### src/pkg/adc_cfg_params.svh
/*
 Constants of the acquisition configuration register: width, default word,
 field positions and serial frame counts.
 Assumes inclusion by bare name from package and design files.
*/
`ifndef ADC_CFG_PARAMS_SVH
`define ADC_CFG_PARAMS_SVH

`define CFG_WIDTH          16
`define CFG_DEFAULT        16'h8FCF
`define CFG_UPDATE_BIT     15
`define CFG_CHAN_MSB       14
`define CFG_CHAN_LSB       12
`define CFG_COMMON_BIT     11
`define CFG_SPARE_BIT      10
`define CFG_GAIN_MSB       9
`define CFG_GAIN_LSB       7
`define CFG_SOURCE_BIT     6
`define CFG_SEQ_MSB        5
`define CFG_SEQ_LSB        4
`define CFG_TEMP_BIT       3
`define CFG_VREF_BIT       2
`define CFG_CMS_BIT        1
`define CFG_PHASE_BIT      0
`define GAIN_CODE_UNUSED   3'h6
`define WRITE_EDGES        5'h10
`define READ_FRAME_BITS    32
`define DUMMY_CONVERSIONS  2'h2
`define SYNC_RESET_IDLE    5'h05

`endif

### src/pkg/adc_cfg_pkg.sv
/*
 Types shared by the configuration register load logic.
 Assumes the constants header is on the include path.
*/
`include "adc_cfg_params.svh"

package adc_cfg_pkg;

   // One configuration word
   typedef logic [`CFG_WIDTH-1:0] cfg_word_t;

   // Serial write capture states, Gray along idle, shift, done
   typedef enum logic [1:0]
   {
      SER_IDLE  = 2'h0,
      SER_SHIFT = 2'h1,
      SER_DONE  = 2'h3
   } ser_state_e;

endpackage

### src/pkg/cfg_link_if.sv
/*
 Interface between the serial front end and the configuration stage.
 Assumes both ends run on clk_sys.
*/
`timescale 1ns/1ns

interface cfg_link_if;
   import adc_cfg_pkg::*;

   logic      word_valid;    // Full 16-bit word captured, one cycle
   cfg_word_t word;          // Captured word
   logic      eoc;           // End of conversion, one cycle
   logic      load_default;  // Reset state, level
   cfg_word_t active;        // Configuration in force
   cfg_word_t readback;      // Configuration of the conversion just ended
   logic      pending;       // A committed-at-next-EOC word is waiting

   modport ctrl
   (
      output word_valid,
      output word,
      output eoc,
      output load_default,
      input  active,
      input  readback,
      input  pending
   );

   modport stage
   (
      input  word_valid,
      input  word,
      input  eoc,
      input  load_default,
      output active,
      output readback,
      output pending
   );

endinterface

### src/rtl/config_stage.sv
/*
 Shadow, active and readback stages of the configuration word.
 Assumes word_valid and eoc are single-cycle pulses on clk_sys.
*/
`timescale 1ns/1ns
`include "adc_cfg_params.svh"

module config_stage
(
   input wire logic clk_sys,
   input wire logic rst_n,
   cfg_link_if.stage link
);
   import adc_cfg_pkg::*;

   cfg_word_t shadow;
   logic      shadow_full;

   ////////////////////////////////////////////////////////////////////////
   // Shadow stage: only whole words with the update bit set are kept
   always_ff @(posedge clk_sys or negedge rst_n)
   begin
      if (!rst_n)
      begin
         shadow      <= `CFG_DEFAULT;
         shadow_full <= 1'b0;
      end
      else if (link.load_default)
      begin
         shadow_full <= 1'b0;
      end
      else if (link.word_valid && link.word[`CFG_UPDATE_BIT]) // see RULE9
      begin
         shadow      <= link.word;  // see RULE17
         shadow_full <= 1'b1;       // Set wins over the EOC clear
      end
      else if (link.eoc)
      begin
         shadow_full <= 1'b0;
      end
   end

   ////////////////////////////////////////////////////////////////////////
   // Active and readback stages move only on end of conversion or default load
   always_ff @(posedge clk_sys or negedge rst_n)
   begin
      if (!rst_n)
      begin
         link.active   <= `CFG_DEFAULT;
         link.readback <= `CFG_DEFAULT;
      end
      else if (link.load_default)
      begin
         link.active   <= `CFG_DEFAULT;  // see RULE5
         link.readback <= `CFG_DEFAULT;
      end
      else if (link.eoc)
      begin
         link.readback <= link.active;  // see RULE4
         if (shadow_full)
         begin
            link.active <= shadow;      // see RULE3
         end
      end
   end

   assign link.pending = shadow_full;

endmodule // config_stage

### src/rtl/acquisition_config_load.sv
/*
 Configuration register load of a multichannel SAR acquisition device:
 serial capture of the write word, two-stage commit at end of conversion,
 readback shifting and decode of the active fields.
 Assumes serial pins are asynchronous to clk_sys and much slower than it;
 eoc and conv_result come from conversion logic on clk_sys.
*/
// Behaviour
// RULE1: All options live in one 16-bit configuration word written over serial.
// RULE2: Host shifts the word on the first 16 rising serial clock edges.
// RULE3: A captured word becomes active only at the next end of conversion.
// RULE4: Word written in frame n governs conversion n+2; readback lags two.
// RULE5: Leaving the reset state loads the default word into the configuration.
// RULE6: Leaving power-down keeps the user word; host runs two dummy conversions.
// RULE7: Default word is 8FCF hexadecimal.
// RULE8: Field layout from update bit 15 down to output phase bit 0.
// RULE9: Update bit 0 keeps current configuration; 1 replaces it.
// RULE10: Bits 14:12 select one of eight inputs in plain binary.
// RULE11: Bit 11 sets main input referencing; auxiliary pair never uses common.
// RULE12: Default selects first input, common, widest gain, mux, reference on.
// RULE13: The spare bit 10 has no effect on behaviour.
// RULE14: Common bit 0 pairs inputs differentially; 1 references each to common.
// RULE15: Gain codes 000 to 101 and 111 select ranges; 110 is unused.
// RULE16: Source bit 0 selects auxiliary pair; 1 the front-end channel.
// RULE17: Captured word waits in a shadow stage; partial frames change nothing.
`timescale 1ns/1ns
`include "adc_cfg_params.svh"

module acquisition_config_load
(
   input  wire logic                  clk_sys,
   input  wire logic                  rst_n,
   input  wire logic                  cs_n,
   input  wire logic                  sck,
   input  wire logic                  sdi,
   output logic                       sdo,
   output logic                       sdo_oe,
   input  wire logic                  device_reset,
   input  wire logic                  power_down_input,
   input  wire logic                  eoc,
   input  wire adc_cfg_pkg::cfg_word_t conv_result,
   output logic [2:0]                 channel_select,
   output logic                       shared_return_select,
   output logic [2:0]                 gain_range_select,
   output logic                       gain_range_valid,
   output logic                       input_source_select,
   output logic [1:0]                 scan_sequencer_mode,
   output logic                       thermal_sensor_disable,
   output logic                       internal_vref_enable,
   output logic                       conversion_timing_mode,
   output logic                       output_phase_select,
   output logic                       aux_active,
   output logic [2:0]                 pos_input,
   output logic [2:0]                 neg_input,
   output logic                       neg_is_common,
   output logic                       user_cfg_settled
);
   import adc_cfg_pkg::*;

   // Field pick of a 3-bit field, used for channel and gain
   function automatic logic [2:0] field3(input cfg_word_t w, input int lsb);
      field3 = 3'(w >> lsb);
   endfunction

   // Gain code 110 selects no range
   function automatic logic gain_ok(input logic [2:0] code);
      gain_ok = (code != `GAIN_CODE_UNUSED);
   endfunction

   cfg_link_if link ();

   logic [4:0]             sync1;
   logic [4:0]             sync2;
   logic                   sck_prev;
   logic                   cs_prev;
   logic                   rst_prev;
   logic                   pd_prev;
   logic                   sck_rise;
   logic                   sck_fall;
   logic                   cs_fall;
   logic                   cs_rise;
   logic                   cs_low;
   logic                   in_reset;
   logic                   in_pd;
   logic                   pd_leave;
   ser_state_e             ser_state;
   ser_state_e             next_ser_state;
   logic [4:0]             rx_count;
   cfg_word_t              rx_shift;
   cfg_word_t              result_hold;
   logic [`READ_FRAME_BITS-1:0] tx_shift;
   logic                   tx_hold_first;
   logic [1:0]             dummy_count;
   cfg_word_t              act;

   ////////////////////////////////////////////////////////////////////////
   // Two-flop synchronisers: cs_n, sck, sdi, device_reset, power-down
   always_ff @(posedge clk_sys or negedge rst_n)
   begin
      if (!rst_n)
      begin
         sync1 <= `SYNC_RESET_IDLE;
         sync2 <= `SYNC_RESET_IDLE;
      end
      else
      begin
         sync1 <= {power_down_input, device_reset, sdi, sck, cs_n};
         sync2 <= sync1;
      end
   end

   // Previous synchronised values for edge detection
   always_ff @(posedge clk_sys or negedge rst_n)
   begin
      if (!rst_n)
      begin
         cs_prev  <= 1'b1;
         sck_prev <= 1'b0;
         rst_prev <= 1'b1;
         pd_prev  <= 1'b0;
      end
      else
      begin
         cs_prev  <= sync2[0];
         sck_prev <= sync2[1];
         rst_prev <= sync2[3];
         pd_prev  <= sync2[4];
      end
   end

   // Edges and levels of the synchronised pins
   assign cs_low   = ~sync2[0];
   assign cs_fall  = cs_prev & ~sync2[0];
   assign cs_rise  = ~cs_prev & sync2[0];
   assign sck_rise = ~sck_prev & sync2[1] & cs_low;
   assign sck_fall = sck_prev & ~sync2[1] & cs_low;
   assign in_reset = sync2[3] | rst_prev;   // Held until one cycle after release
   assign in_pd    = sync2[4];
   assign pd_leave = pd_prev & ~sync2[4];

   ////////////////////////////////////////////////////////////////////////
   // Write capture state: a frame starts at chip select, ends at 16 edges
   always_comb
   begin
      next_ser_state = ser_state;
      case (ser_state)
         SER_IDLE:
         begin
            if (cs_fall)
            begin
               next_ser_state = SER_SHIFT;
            end
         end
         SER_SHIFT:
         begin
            if (cs_rise)
            begin
               next_ser_state = SER_IDLE;  // Partial word dropped, see RULE17
            end
            else if (sck_rise && rx_count == `WRITE_EDGES - 5'h01)
            begin
               next_ser_state = SER_DONE;
            end
         end
         SER_DONE:
         begin
            if (cs_rise)
            begin
               next_ser_state = SER_IDLE;  // Readback edges write nothing
            end
         end
         default:
         begin
            next_ser_state = SER_IDLE;
         end
      endcase
   end

   always_ff @(posedge clk_sys or negedge rst_n)
   begin
      if (!rst_n)
      begin
         ser_state <= SER_IDLE;
      end
      else if (in_reset)
      begin
         ser_state <= SER_IDLE;
      end
      else
      begin
         ser_state <= next_ser_state;
      end
   end

   // Shift sdi in MSB first on rising serial clock edges
   always_ff @(posedge clk_sys or negedge rst_n)
   begin
      if (!rst_n)
      begin
         rx_count <= 5'h00;
         rx_shift <= `CFG_WIDTH'h0;
      end
      else if (ser_state != SER_SHIFT)
      begin
         rx_count <= 5'h00;
      end
      else if (sck_rise)
      begin
         rx_count <= rx_count + 5'h01;             // see RULE2
         rx_shift <= {rx_shift[`CFG_WIDTH-2:0], sync2[2]};  // see RULE1
      end
   end

   // Whole word handed to the stage in the cycle after the 16th edge
   assign link.word_valid   = (ser_state == SER_DONE) && (rx_count == `WRITE_EDGES);
   assign link.word         = rx_shift;
   assign link.eoc          = eoc & ~in_reset & ~in_pd;
   assign link.load_default = in_reset;  // see RULE5

   // Power-down leaves the stages untouched, no default load
   config_stage stage_u
   (
      .clk_sys (clk_sys),
      .rst_n   (rst_n),
      .link    (link)
   );

   assign act = link.active;

   ////////////////////////////////////////////////////////////////////////
   // Conversion result held at end of conversion for readback
   always_ff @(posedge clk_sys or negedge rst_n)
   begin
      if (!rst_n)
      begin
         result_hold <= `CFG_WIDTH'h0;
      end
      else if (link.eoc)
      begin
         result_hold <= conv_result;
      end
   end

   // Readback: result then its configuration word, repeating on falling edges
   always_ff @(posedge clk_sys or negedge rst_n)
   begin
      if (!rst_n)
      begin
         tx_shift      <= '0;
         tx_hold_first <= 1'b0;
      end
      else if (cs_fall)
      begin
         tx_shift      <= {result_hold, link.readback};  // see RULE4
         tx_hold_first <= act[`CFG_PHASE_BIT];
      end
      else if (sck_fall)
      begin
         if (tx_hold_first)
         begin
            tx_hold_first <= 1'b0;  // Phase 1 repeats the MSB once
         end
         else
         begin
            tx_shift <= {tx_shift[`READ_FRAME_BITS-2:0], tx_shift[`READ_FRAME_BITS-1]};
         end
      end
   end

   // Serial data out, driven only while selected
   always_ff @(posedge clk_sys or negedge rst_n)
   begin
      if (!rst_n)
      begin
         sdo_oe <= 1'b0;
      end
      else
      begin
         sdo_oe <= cs_low;
      end
   end

   assign sdo = tx_shift[`READ_FRAME_BITS-1];

   ////////////////////////////////////////////////////////////////////////
   // Conversions seen since leaving power-down
   always_ff @(posedge clk_sys or negedge rst_n)
   begin
      if (!rst_n)
      begin
         dummy_count <= `DUMMY_CONVERSIONS;
      end
      else if (in_reset)
      begin
         dummy_count <= `DUMMY_CONVERSIONS;  // Default word already in force
      end
      else if (pd_leave)
      begin
         dummy_count <= 2'h0;                // see RULE6
      end
      else if (link.eoc && dummy_count != `DUMMY_CONVERSIONS)
      begin
         dummy_count <= dummy_count + 2'h1;
      end
   end

   assign user_cfg_settled = (dummy_count == `DUMMY_CONVERSIONS);

   ////////////////////////////////////////////////////////////////////////
   // Field decode of the active word; spare bit is never looked at
   always_ff @(posedge clk_sys or negedge rst_n)
   begin
      if (!rst_n)
      begin
         channel_select         <= 3'(`CFG_DEFAULT >> `CFG_CHAN_LSB);  // see RULE7
         shared_return_select   <= 1'b1;
         gain_range_select      <= 3'(`CFG_DEFAULT >> `CFG_GAIN_LSB);  // see RULE7
         gain_range_valid       <= 1'b1;
         input_source_select    <= 1'b1;
         scan_sequencer_mode    <= 2'h0;
         thermal_sensor_disable <= 1'b1;
         internal_vref_enable   <= 1'b1;
         conversion_timing_mode <= 1'b1;
         output_phase_select    <= 1'b1;
      end
      else
      begin
         channel_select         <= field3(act, `CFG_CHAN_LSB);  // see RULE10
         shared_return_select   <= act[`CFG_COMMON_BIT];        // see RULE8
         gain_range_select      <= field3(act, `CFG_GAIN_LSB);  // see RULE15
         gain_range_valid       <= gain_ok(field3(act, `CFG_GAIN_LSB));  // see RULE15
         input_source_select    <= act[`CFG_SOURCE_BIT];        // see RULE16
         scan_sequencer_mode    <= act[`CFG_SEQ_MSB:`CFG_SEQ_LSB];
         thermal_sensor_disable <= act[`CFG_TEMP_BIT];          // see RULE12
         internal_vref_enable   <= act[`CFG_VREF_BIT];
         conversion_timing_mode <= act[`CFG_CMS_BIT];
         output_phase_select    <= act[`CFG_PHASE_BIT];         // see RULE8
      end
   end

   // Input routing: auxiliary pair, differential pairs or common return
   always_ff @(posedge clk_sys or negedge rst_n)
   begin
      if (!rst_n)
      begin
         aux_active    <= 1'b0;
         pos_input     <= 3'h0;
         neg_input     <= 3'h0;
         neg_is_common <= 1'b1;
      end
      else if (!act[`CFG_SOURCE_BIT])
      begin
         aux_active    <= 1'b1;  // see RULE16
         pos_input     <= 3'h0;
         neg_input     <= 3'h0;
         neg_is_common <= 1'b0;  // see RULE11
      end
      else if (act[`CFG_COMMON_BIT])
      begin
         aux_active    <= 1'b0;
         pos_input     <= field3(act, `CFG_CHAN_LSB);
         neg_input     <= 3'h0;
         neg_is_common <= 1'b1;  // see RULE14
      end
      else
      begin
         aux_active    <= 1'b0;
         pos_input     <= {field3(act, `CFG_CHAN_LSB) & 3'h6};  // see RULE14
         neg_input     <= {field3(act, `CFG_CHAN_LSB) | 3'h1};
         neg_is_common <= 1'b0;
      end
   end

   // Spare bit 10 is stored in the word and reaches only sdo through the readback, see RULE13

endmodule // acquisition_config_load

### config.mk
export PLATFORM = sky130hd
export DESIGN_NAME = acquisition_config_load
export DESIGN_NICKNAME = d
export VERILOG_FILES = /design/src/pkg/adc_cfg_pkg.sv /design/src/pkg/cfg_link_if.sv /design/src/rtl/config_stage.sv /design/src/rtl/acquisition_config_load.sv
export VERILOG_INCLUDE_DIRS = /design/src /design/src/pkg
export SDC_FILE = /design/constraint.sdc
export NUM_CORES = 1
export LEC_CHECK = 0
export ABC_AREA = 1
export BUFFER_PORTS_ARGS = -buffer_cell sky130_fd_sc_hd__buf_2
export CAP_MARGIN = 20
export CORE_AREA = 2 2 151 153
export DETAILED_ROUTE_END_ITERATION = 6
export DIE_AREA = 0 0 153 155
export PLACE_DENSITY = 0.44
export SYNTH_ARGS = -nofsm -noshare
export SYNTH_HDL_FRONTEND = slang
export SYNTH_SLANG_ARGS = --single-unit
### constraint.sdc
create_clock -name clk_sys -period 2.17 [get_ports clk_sys]
set_clock_uncertainty 0.2 [all_clocks]
set_input_delay 0.1085 -clock clk_sys [delete_from_list [all_inputs] [get_ports clk_sys]]
set_output_delay 0.1085 -clock clk_sys [all_outputs]
set_load 0.01 [all_outputs]
Word-level counts from Yosys, hierarchy flattened --
Index checks and enable logic that the tools add are counted.
Storage, ports and cells: register bits 161, output and inout bits 26, bits of input ports 24, logic and storage cells 110
Operators by class: reduce and logical (&&, ||, !) cells 16, mux-type cells 31, bitwise operators 17, equal/unequal tests 12, $add $sub $neg 2
Operator list (count):
- two-way mux 32 bit | 3
- two-way mux 16 bit | 5
- two-way mux 2 bit | 8
- two-way mux 5 bit | 2
- bitwise AND 1 bit | 9
- two-way mux 1 bit | 9
- two-way mux 3 bit | 3
- != test 3 bit, second input constant | 3
- AND reduction 2 bit | 4
- nonzero test 2 bit | 4
- NOT 1 bit | 7
- case mux 2 bit (3 select lines) | 1
- nonzero test 3 bit | 2
- adder 5 x 1 -> 5 bit, second input constant | 1
- equality test 5 x 4 -> 1 bit, second input constant | 1
- equality test 5 bit, second input constant | 1
- equality test 2 bit, second input constant | 2
- logical AND 1 bit | 4
- != test 2 bit, second input constant | 2
- != test 4 bit, second input constant | 1
- AND reduction 3 bit | 1
- adder 2 x 1 -> 2 bit, second input constant | 1
- equality test 2 x 1 -> 1 bit, second input constant | 1
- logical NOT 2 bit | 1
- 2 further kinds | 2

Depth between registers and ports, before layout --
Gate-level depths: netlist of the first run.
word-level depth 8, gate-level depth with buffers 9, depth with buffers taken out 9

Cells and area by module --
Synthesis of the first run repeated with hierarchy kept, for this count alone.
Unflattened totals: cells, all modules 736, area total of the unflattened synthesis 6703.9 µm²
By module, submodules not included:
- acquisition_config_load | cells an instance 500, area each 4591.9 µm², instances 1
- config_stage | cells an instance 236, area each 2112.0 µm², instances 1

Least setup slack after synthesis of the first run --
OpenSTA, ideal clock, no wires.
path kind register to register, start register sync2[0], end register tx_shift[0], setup slack 0.674 ns, cell stages (with the launch flop) 9, clock period less this slack 1.496 ns, library setup time 0.074 ns, required time 1.896 ns, arrival 1.222 ns, path buffers 2, path through dfstp_2 inv_2 nand2_2 buf_6 buf_2 nand2_1 o21ai_0 nand2_1 o21ai_2
On the way: word-level cells in the longest chain between the ends 4
Ends and longest elaborated chain:
- start: declaration | RTL line acquisition_config_load.sv:73 | logic [4:0] sync2;
- start signal: assignment | RTL line acquisition_config_load.sv:103 | sync2 <= `SYNC_RESET_IDLE;
- start signal: assignment | RTL line acquisition_config_load.sv:108 | sync2 <= sync1;
- NOT 1 bit * | RTL line acquisition_config_load.sv:132 | assign cs_low = ~sync2[0];
- named net cs_low | RTL line acquisition_config_load.sv:82 | logic cs_low;
- bitwise AND 1 bit, on equally long branches | RTL line acquisition_config_load.sv:133, acquisition_config_load.sv:136
- != test 2 bit (no source line) / nonzero test 2 bit (equally long branches)
- AND reduction 2 bit (no source line)
- end signal: assignment | RTL line acquisition_config_load.sv:254 | tx_shift <= {result_hold, link.readback};
- end signal: assignment | RTL line acquisition_config_load.sv:265 | tx_shift <= {tx_shift[`READ_FRAME_BITS-2:0], tx_shift[`READ_FRAME_BITS-1]};
- end: declaration | RTL line acquisition_config_load.sv:91 | logic [`READ_FRAME_BITS-1:0] tx_shift;
Mark *: on every way through the listed nets, which the timed path passes. The rest lies on a longest branch. A chain may end at the register's enable or synchronous reset.

Worst setup path after layout of the first run --
start register rst_prev, end register stage_u.link.readback[2]
On the way: word-level cells in the longest chain between the ends 5
Ends and longest elaborated chain:
- start: declaration | RTL line acquisition_config_load.sv:76 | logic rst_prev;
- start signal: assignment | RTL line acquisition_config_load.sv:126 | rst_prev <= sync2[3];
- OR 1 bit * | RTL line acquisition_config_load.sv:137 | assign in_reset = sync2[3] | rst_prev;
- NOT 1 bit (no source line)
- bitwise AND 1 bit (2 in a row) | RTL line acquisition_config_load.sv:217 | assign link.eoc = eoc & ~in_reset & ~in_pd;
- nonzero test 2 bit (no source line)
- end signal: assignment | RTL line config_stage.sv:50 | link.readback <= `CFG_DEFAULT;
- end signal: assignment | RTL line config_stage.sv:55 | link.readback <= `CFG_DEFAULT;
- end signal: assignment | RTL line config_stage.sv:59 | link.readback <= link.active;
- end: declaration | RTL line cfg_link_if.sv:36 | output readback,
Mark *: on every way between the ends. The rest lies on a longest branch, timed or not.

==> results of run 1 <==
[through the flow]
stage / instances / setup slack (ps) / hold slack, ps / utilization (%) / total power [mW]
2_1_floorplan: 673 / 674 / -387 / - / 3.84
3_3_place_gp: 994 / 430 / -94.2 / 31.9 / 4.03
3_5_place_dp: 994 / 414 / -90.1 / 31.9 / 4.05
4_1_cts: 1049 / 392 / 22.1 / 35.5 / 7.03
5_1_grt: 1049 / 250 / 51.2 / 35.5 / 7.29
6_report: 1049 / 424 / 9.84 / 35.5 / 6.91
[final cells by class]
cell class | instances | area share [%]
clock buffer | 18 | 5.57
tap | 285 | 4.52
inverter | 109 | 5.19
multi-input combinational | 377 | 23.5
timing repair buffer | 85 | 7.67
clock inverter | 14 | 1.65
sequential | 161 | 51.9
[state kept, by name (all words and copies together) (netlist names), 5 cells and up]
register,cells
result_hold,16
stage_u.shadow,16
sync1,5
rx_count,5
link.word,16
sync2,5
stage_u.link.readback,16
stage_u.link.active,16
tx_shift,32
[worst max-delay path by stage]
stage,from,endpoint,slack [ps],depth (start not counted)
2_1_floorplan,sync2[0]$_DFF_PN1_,tx_shift[0]$_DFFE_PN0P_,670,8
3_3_place_gp,sync2[0]$_DFF_PN1_,tx_shift[25]$_DFFE_PN0P_,430,7
3_5_place_dp,sync2[0]$_DFF_PN1_,tx_shift[25]$_DFFE_PN0P_,410,7
4_1_cts,sync2[0]$_DFF_PN1_,tx_shift[25]$_DFFE_PN0P_,390,7
5_1_grt,sync2[0]$_DFF_PN1_,tx_shift[7]$_DFFE_PN0P_,250,7
6_report,rst_prev$_DFF_PN1_,stage_u.link.readback[2]$_DFFE_PN1P_,420,7
[repair_timing]
item | 4_1_cts | 5_1_grt
endpoints found under the hold margin | 150 | 0
endpoints found under the setup margin | 0 | 0
setup buffers | 0 | 0
hold buffers | 23 | 0
[synth_stat cells]
master,instances
a21oi_1,7
a22oi_1,3
buf_2,8
buf_4,5
buf_6,8
clkbuf_1,4
clkbuf_2,1
clkinv_1,1
dfrtp_1,110
dfstp_2,51
ha_1,4
inv_1,106
inv_2,2
nand2_1,179
nand2_2,4
nand3_1,14
nand3b_4,1
nand4_2,1
nor2_1,18
nor2_2,1
nor2_4,2
nor3_1,5
o21ai_0,96
o21ai_1,4
o21ai_2,28
o21ai_4,1
o22ai_1,6
or2_2,2
xnor2_1,1
[power breakdown]
group | internal, mW | switching (mW) | total (mW) | leakage [nW]
Clock | 1.56 | 1.34 | 2.89 | 0.282
Sequential | 3.24 | 0.116 | 3.36 | 1.99
Combinational | 0.266 | 0.389 | 0.654 | 1.39
Total | 5.06 | 1.84 | 6.91 | 3.65
[logic make-up after synthesis]
logic type               Yosys count  synth area share [%]
XOR/XNOR                           1                 0.134
adder cells (fa/ha/maj)            4                 0.765
flip-flops                       161                  62.6
buffers and inverters            135                  9.13
AND/OR/NAND/NOR                  227                  14.3
AO/OA/AOI/OAI                    145                  13.1
[metal layers]
metal | GRT usage [%] | vias up | share of wire (%)
met5 | 0 | - | 0
met4 | 4.19 | 0 | 1.1
met3 | 3.54 | 12 | 2.5
met2 | 19.8 | 51 | 47
met1 | 16.4 | 2162 | 49
li1 | - | 2251 | -
[worst register-to-register path, delay by kind of cell, from the launching register on]
kind | cells | cell delay (ps)
buffers and inverters | 3 | 540
AO/OA/AOI/OAI | 1 | 160
AND/OR/NAND/NOR | 3 | 220
flip-flops | 1 | 550
==> flow_metrics.tcl, run 1 <==
set metrics [dict create \
    status "completed" \
    slew_viol_final 0 \
    clk_path_buf_depth 2 \
    core_area_mm2 0.0222 \
    hpwl_um 9220 \
    drv_cap 0 \
    slowest_delay_ps 550 \
    clk_pin_slew_ps 70 \
    placed_cell_area_mm2 0.00708 \
    crit_arrival_ps 1890 \
    synth.avg_cell_area_um2 9.72 \
    die_w_um 153 \
    fin_setup_tns_ps 0 \
    cts.sinks 161 \
    seq_area_frac_synth_pct 62.6 \
    fillers 2277 \
    grt_setup_unrepaired "no" \
    drcViolationCount 0 \
    syn_nets 701 \
    timing.final.crit_period_ps 1750 \
    gr-total-overflow 0 \
    timing.critical_path.mode_cell "inv_1" \
    rrSetupSlack_ps 420 \
    synth_top_area_share_pct 42.1 \
    antenna_found_initial 0 \
    crit_fanout 14 \
    die_y_um 155 \
    antenna_left 0 \
    io_pins 50 \
    end_kind "register" \
    setup_viol 0 \
    slew_headroom_pct 64.8 \
    first_pass_iters 4 \
    hold_violations 0 \
    path_cells "inv_1 -> nand2_2 -> nor2_4 -> buf_4 -> inv_1 -> nor2_1 -> a21oi_1" \
    cts_buffers 17 \
    num_antenna_cells 0 \
    synth.area.top_cells "dfrtp_1 (42%), dfstp_2 (20%), nand2_1 (10%)" \
    multi_input_area_mm2 0.00185 \
    pwr_density_cell_mw_per_mm2 876 \
    yosysWarnings 0 \
    regToRegStartpoint "rst_prev$_DFF_PN1_" \
    initial_core_util_pct 29.4 \
    design_area_mm2 0.00788 \
    vdd_drop_max_v 0.000290 \
    finalCritPeriodShare_pct 80.5 \
    grt_max_degree 65 \
    crit_buf_inv 3 \
    synthDistinctLibCells 29 \
    ctsHtreeMaxLevel 4 \
    drt-wirelength-per-cell_um 13.0 \
    cp.required_ps 2310 \
    final_cell_mix "nand2_1 (179), dfrtp_1 (110), inv_1 (106)" \
    mappedNetlistArea_mm2 0.00654 \
    synthCells 673 \
    max_freq_ghz 0.573 \
    regArea_mm2 0.00409 \
    hp-class "primary input to async pin" \
    clkLatencyLatePin_ps 430 \
    dieArea_mm2 0.0237 \
    synth_largest_area_cell "dfrtp_1" \
    cts_tree "yes" \
    portBuffers 49 \
    ys_ff_latch 161 \
    critPathKind "register to register" \
    power_leakage_nw 3.65 \
    grt_pass1_wl_um 23400 \
    place.gp.congestion 0.717 \
    final_common_cell "nand2_1" \
    grt_usage_pct 12.4 \
    final_nets 779 \
    area_growth_pct 20.5 \
    cp_slowest_cell "dfstp_2" \
    cts-resized-gates 0 \
    r2r-end "stage_u.link.readback[2]$_DFFE_PN1P_" \
    drt_iter0_drc 281 \
    cp_top_family "flip-flops" \
    vias 4476 \
    drive_above_1_share_pct 24.5 \
    cp-start-kind "register" \
    row_count 55 \
    routed_wl_um 13600 \
    vias_per_cell 4.27 \
    worstMarginPinSlew_ps 528 \
    clockRootBuffer "clkbuf_16" \
    reg2reg_depth 7 \
    grt_pass1_vias 4586 \
]
No activity file was read; power rests on OpenSTA's default activity.
==> run 2, diff against run 1 <==
==> constraint.sdc (replaced) <==
create_clock -name clk_sys -period 1.8 [get_ports clk_sys]
set_clock_uncertainty 0.2 [all_clocks]
set_input_delay 0.09 -clock clk_sys [delete_from_list [all_inputs] [get_ports clk_sys]]
set_output_delay 0.09 -clock clk_sys [all_outputs]
set_load 0.01 [all_outputs]
==> flow_metrics.tcl, run 2 (synthesized netlist as in run 1, its figures left out) <==
set metrics [dict create \
    worstMarginPinSlew_ps 477 \
    cts.sinks 161 \
    power_leakage_nw 3.69 \
    final_cell_mix "nand2_1 (179), dfrtp_1 (110), inv_1 (106)" \
    setup_viol 0 \
    crit_fanout 30 \
    vias_per_cell 4.23 \
    crit_arrival_ps 1750 \
    grt_setup_unrepaired "no" \
    clkLatencyLatePin_ps 420 \
    crit_start "sck_prev$_DFF_PN0_" \
    drt_iter0_drc 255 \
    drive_above_1_share_pct 24.5 \
    slowest_delay_ps 410 \
    antenna_found_initial 0 \
    area_growth_pct 22.2 \
    slew_viol_final 0 \
    switchingPower_mw 2.15 \
    core_area_mm2 0.0222 \
    post_cts_buffers 0 \
    final_common_cell "nand2_1" \
    row_count 55 \
    largest_reg_flops 32 \
    pwr-share-seq_pct 48.5 \
    drt-wirelength-per-cell_um 12.7 \
    pre_cts_ws_ps 141 \
    cts_buffers 17 \
    grt_max_degree 56 \
    grt_pass1_vias 4713 \
    cts_tree "yes" \
    grt_usage_pct 12.1 \
    path_cells "nor2_1 -> nand2_1 -> nor2_4 -> buf_12 -> nand2_1 -> o21ai_0" \
    fillers 2261 \
    hpwl_um 9090 \
    multi_input_area_mm2 0.00186 \
    utilization_pct 35.9 \
    fin_ws_ps 178 \
    vdd_drop_max_v 0.000479 \
    final_nets 782 \
    timing.final.crit_period_ps 1620 \
    vias 4455 \
    max_freq_ghz 0.616 \
    status "completed" \
    io_pins 50 \
    pwr-share-clk_pct 41.9 \
    regToRegStartpoint "sck_prev$_DFF_PN0_" \
    pwr_density_cell_mw_per_mm2 1050 \
    num_antenna_cells 0 \
    cp-start-kind "register" \
    initial_core_util_pct 29.4 \
    fin_setup_tns_ps 0 \
    hold_ws_ps 103 \
    first_pass_iters 4 \
    dieArea_mm2 0.0237 \
    clk_path_buf_depth 2 \
    cp.required_ps 1930 \
    regArea_mm2 0.00409 \
    slew_headroom_pct 68.2 \
    cp_slowest_cell "dfrtp_1" \
    grt_pass1_wl_um 23300 \
    p_sw_share_pct 25.8 \
    clockRootBuffer "clkbuf_16" \
    finalCritPeriodShare_pct 90.1 \
    drcViolationCount 0 \
    max_flop_register "tx_shift" \
    min_from "device_reset" \
    place.gp.congestion 0.740 \
    die_w_um 153 \
    crit_buf_inv 1 \
    antenna_left 0 \
    ctsHtreeMaxLevel 4 \
    timing.critical_path.mode_cell "nand2_1" \
    hp-class "primary input to register" \
    routed_wl_um 13300 \
    place_inst 996 \
    portBuffers 49 \
    critPathKind "register to register" \
    cp_top_family "simple AND/OR/NAND/NOR gates" \
    clk_pin_slew_ps 70 \
    die_y_um 155 \
    drv_cap 0 \
    cellInternalPower_mw 6.19 \
    hold_violations 0 \
    instances_no_fill 1052 \
    gr-total-overflow 0 \
    end_kind "register" \
    comb_power_share_pct 9.6 \
]
## run 2: cell count changes in the layout (fill, tap and decap cells not counted), sizes merged
| cell | change |
|---|---|
| bufinv | +1 |
| clkinv | +1 |
| buf | +2 |
| inv | -4 |
| clkinvlp | +2 |
| dlygate4sd3 | +1 |
## run 2: area by class of cell
cell class | instances | area share (%)
Clock buffer | 18 | 5.37
Clock inverter | 14 | 1.82
Inverter | 109 | 5.12
Multi-Input combinational cell | 377 | 23.3
Sequential cell | 161 | 51.2
Tap cell | 285 | 4.46
Timing Repair Buffer | 88 | 8.71
## run 2: path summary, 6_finish.rpt
path / slack [ps] / endpoint / depth (start not counted)
worst min register to register: 150 / sync2[1]$_DFF_PN0_ / 0
max in group asynchronous: 310 / sync1[0]$_DFF_PN1_ / 4
worst max register to register: 180 / link.word[9]$_DFFE_PN0P_ / 6
min in group asynchronous: 470 / tx_shift[10]$_DFFE_PN0P_ / 3
worst max-delay path: 180 / link.word[9]$_DFFE_PN0P_ / 6
worst min-delay path: 100 / sync1[3]$_DFF_PN0_ / 2
## run 2: stage by stage
step	instance area, um2	power, mW
floorplan	6540	4.63
global placement	7160	4.87
detailed placement	7160	4.89
CTS	7970	8.49
global route	7990	8.81
finish	7990	8.35
## run 2: repair_timing
action                     in CTS  in global routing
gates resized for setup         0                  3
hold buffers                   24                  0
setup endpoints to repair       0                  3
hold endpoints to repair      184                  0
## run 2: power groups by stage
stage / Sequential (mW) / Clock, mW / Combinational [mW]
floorplan: 4.07 / 0 / 0.554
global placement: 4.11 / 0 / 0.763
detailed placement: 4.11 / 0 / 0.779
CTS: 4.05 / 3.61 / 0.825
global route: 4.08 / 3.79 / 0.945
finish: 4.05 / 3.49 / 0.804
## run 2: worst reg2reg max path: stages (launching register included)
cell	delay [ps]
dfrtp_1	410
nor2_1	200
nand2_1	200
nor2_4	200
buf_12	180
nand2_1	70
o21ai_0	80
## run 2: metal layers
layer | vias up | GRT usage [%] | part of all wire [%]
met2 | 51 | 19.5 | 48
met1 | 2136 | 16.2 | 48
met5 | - | 0 | 0
met3 | 10 | 3.06 | 2.6
li1 | 2258 | - | -
met4 | 0 | 4.06 | 1.4
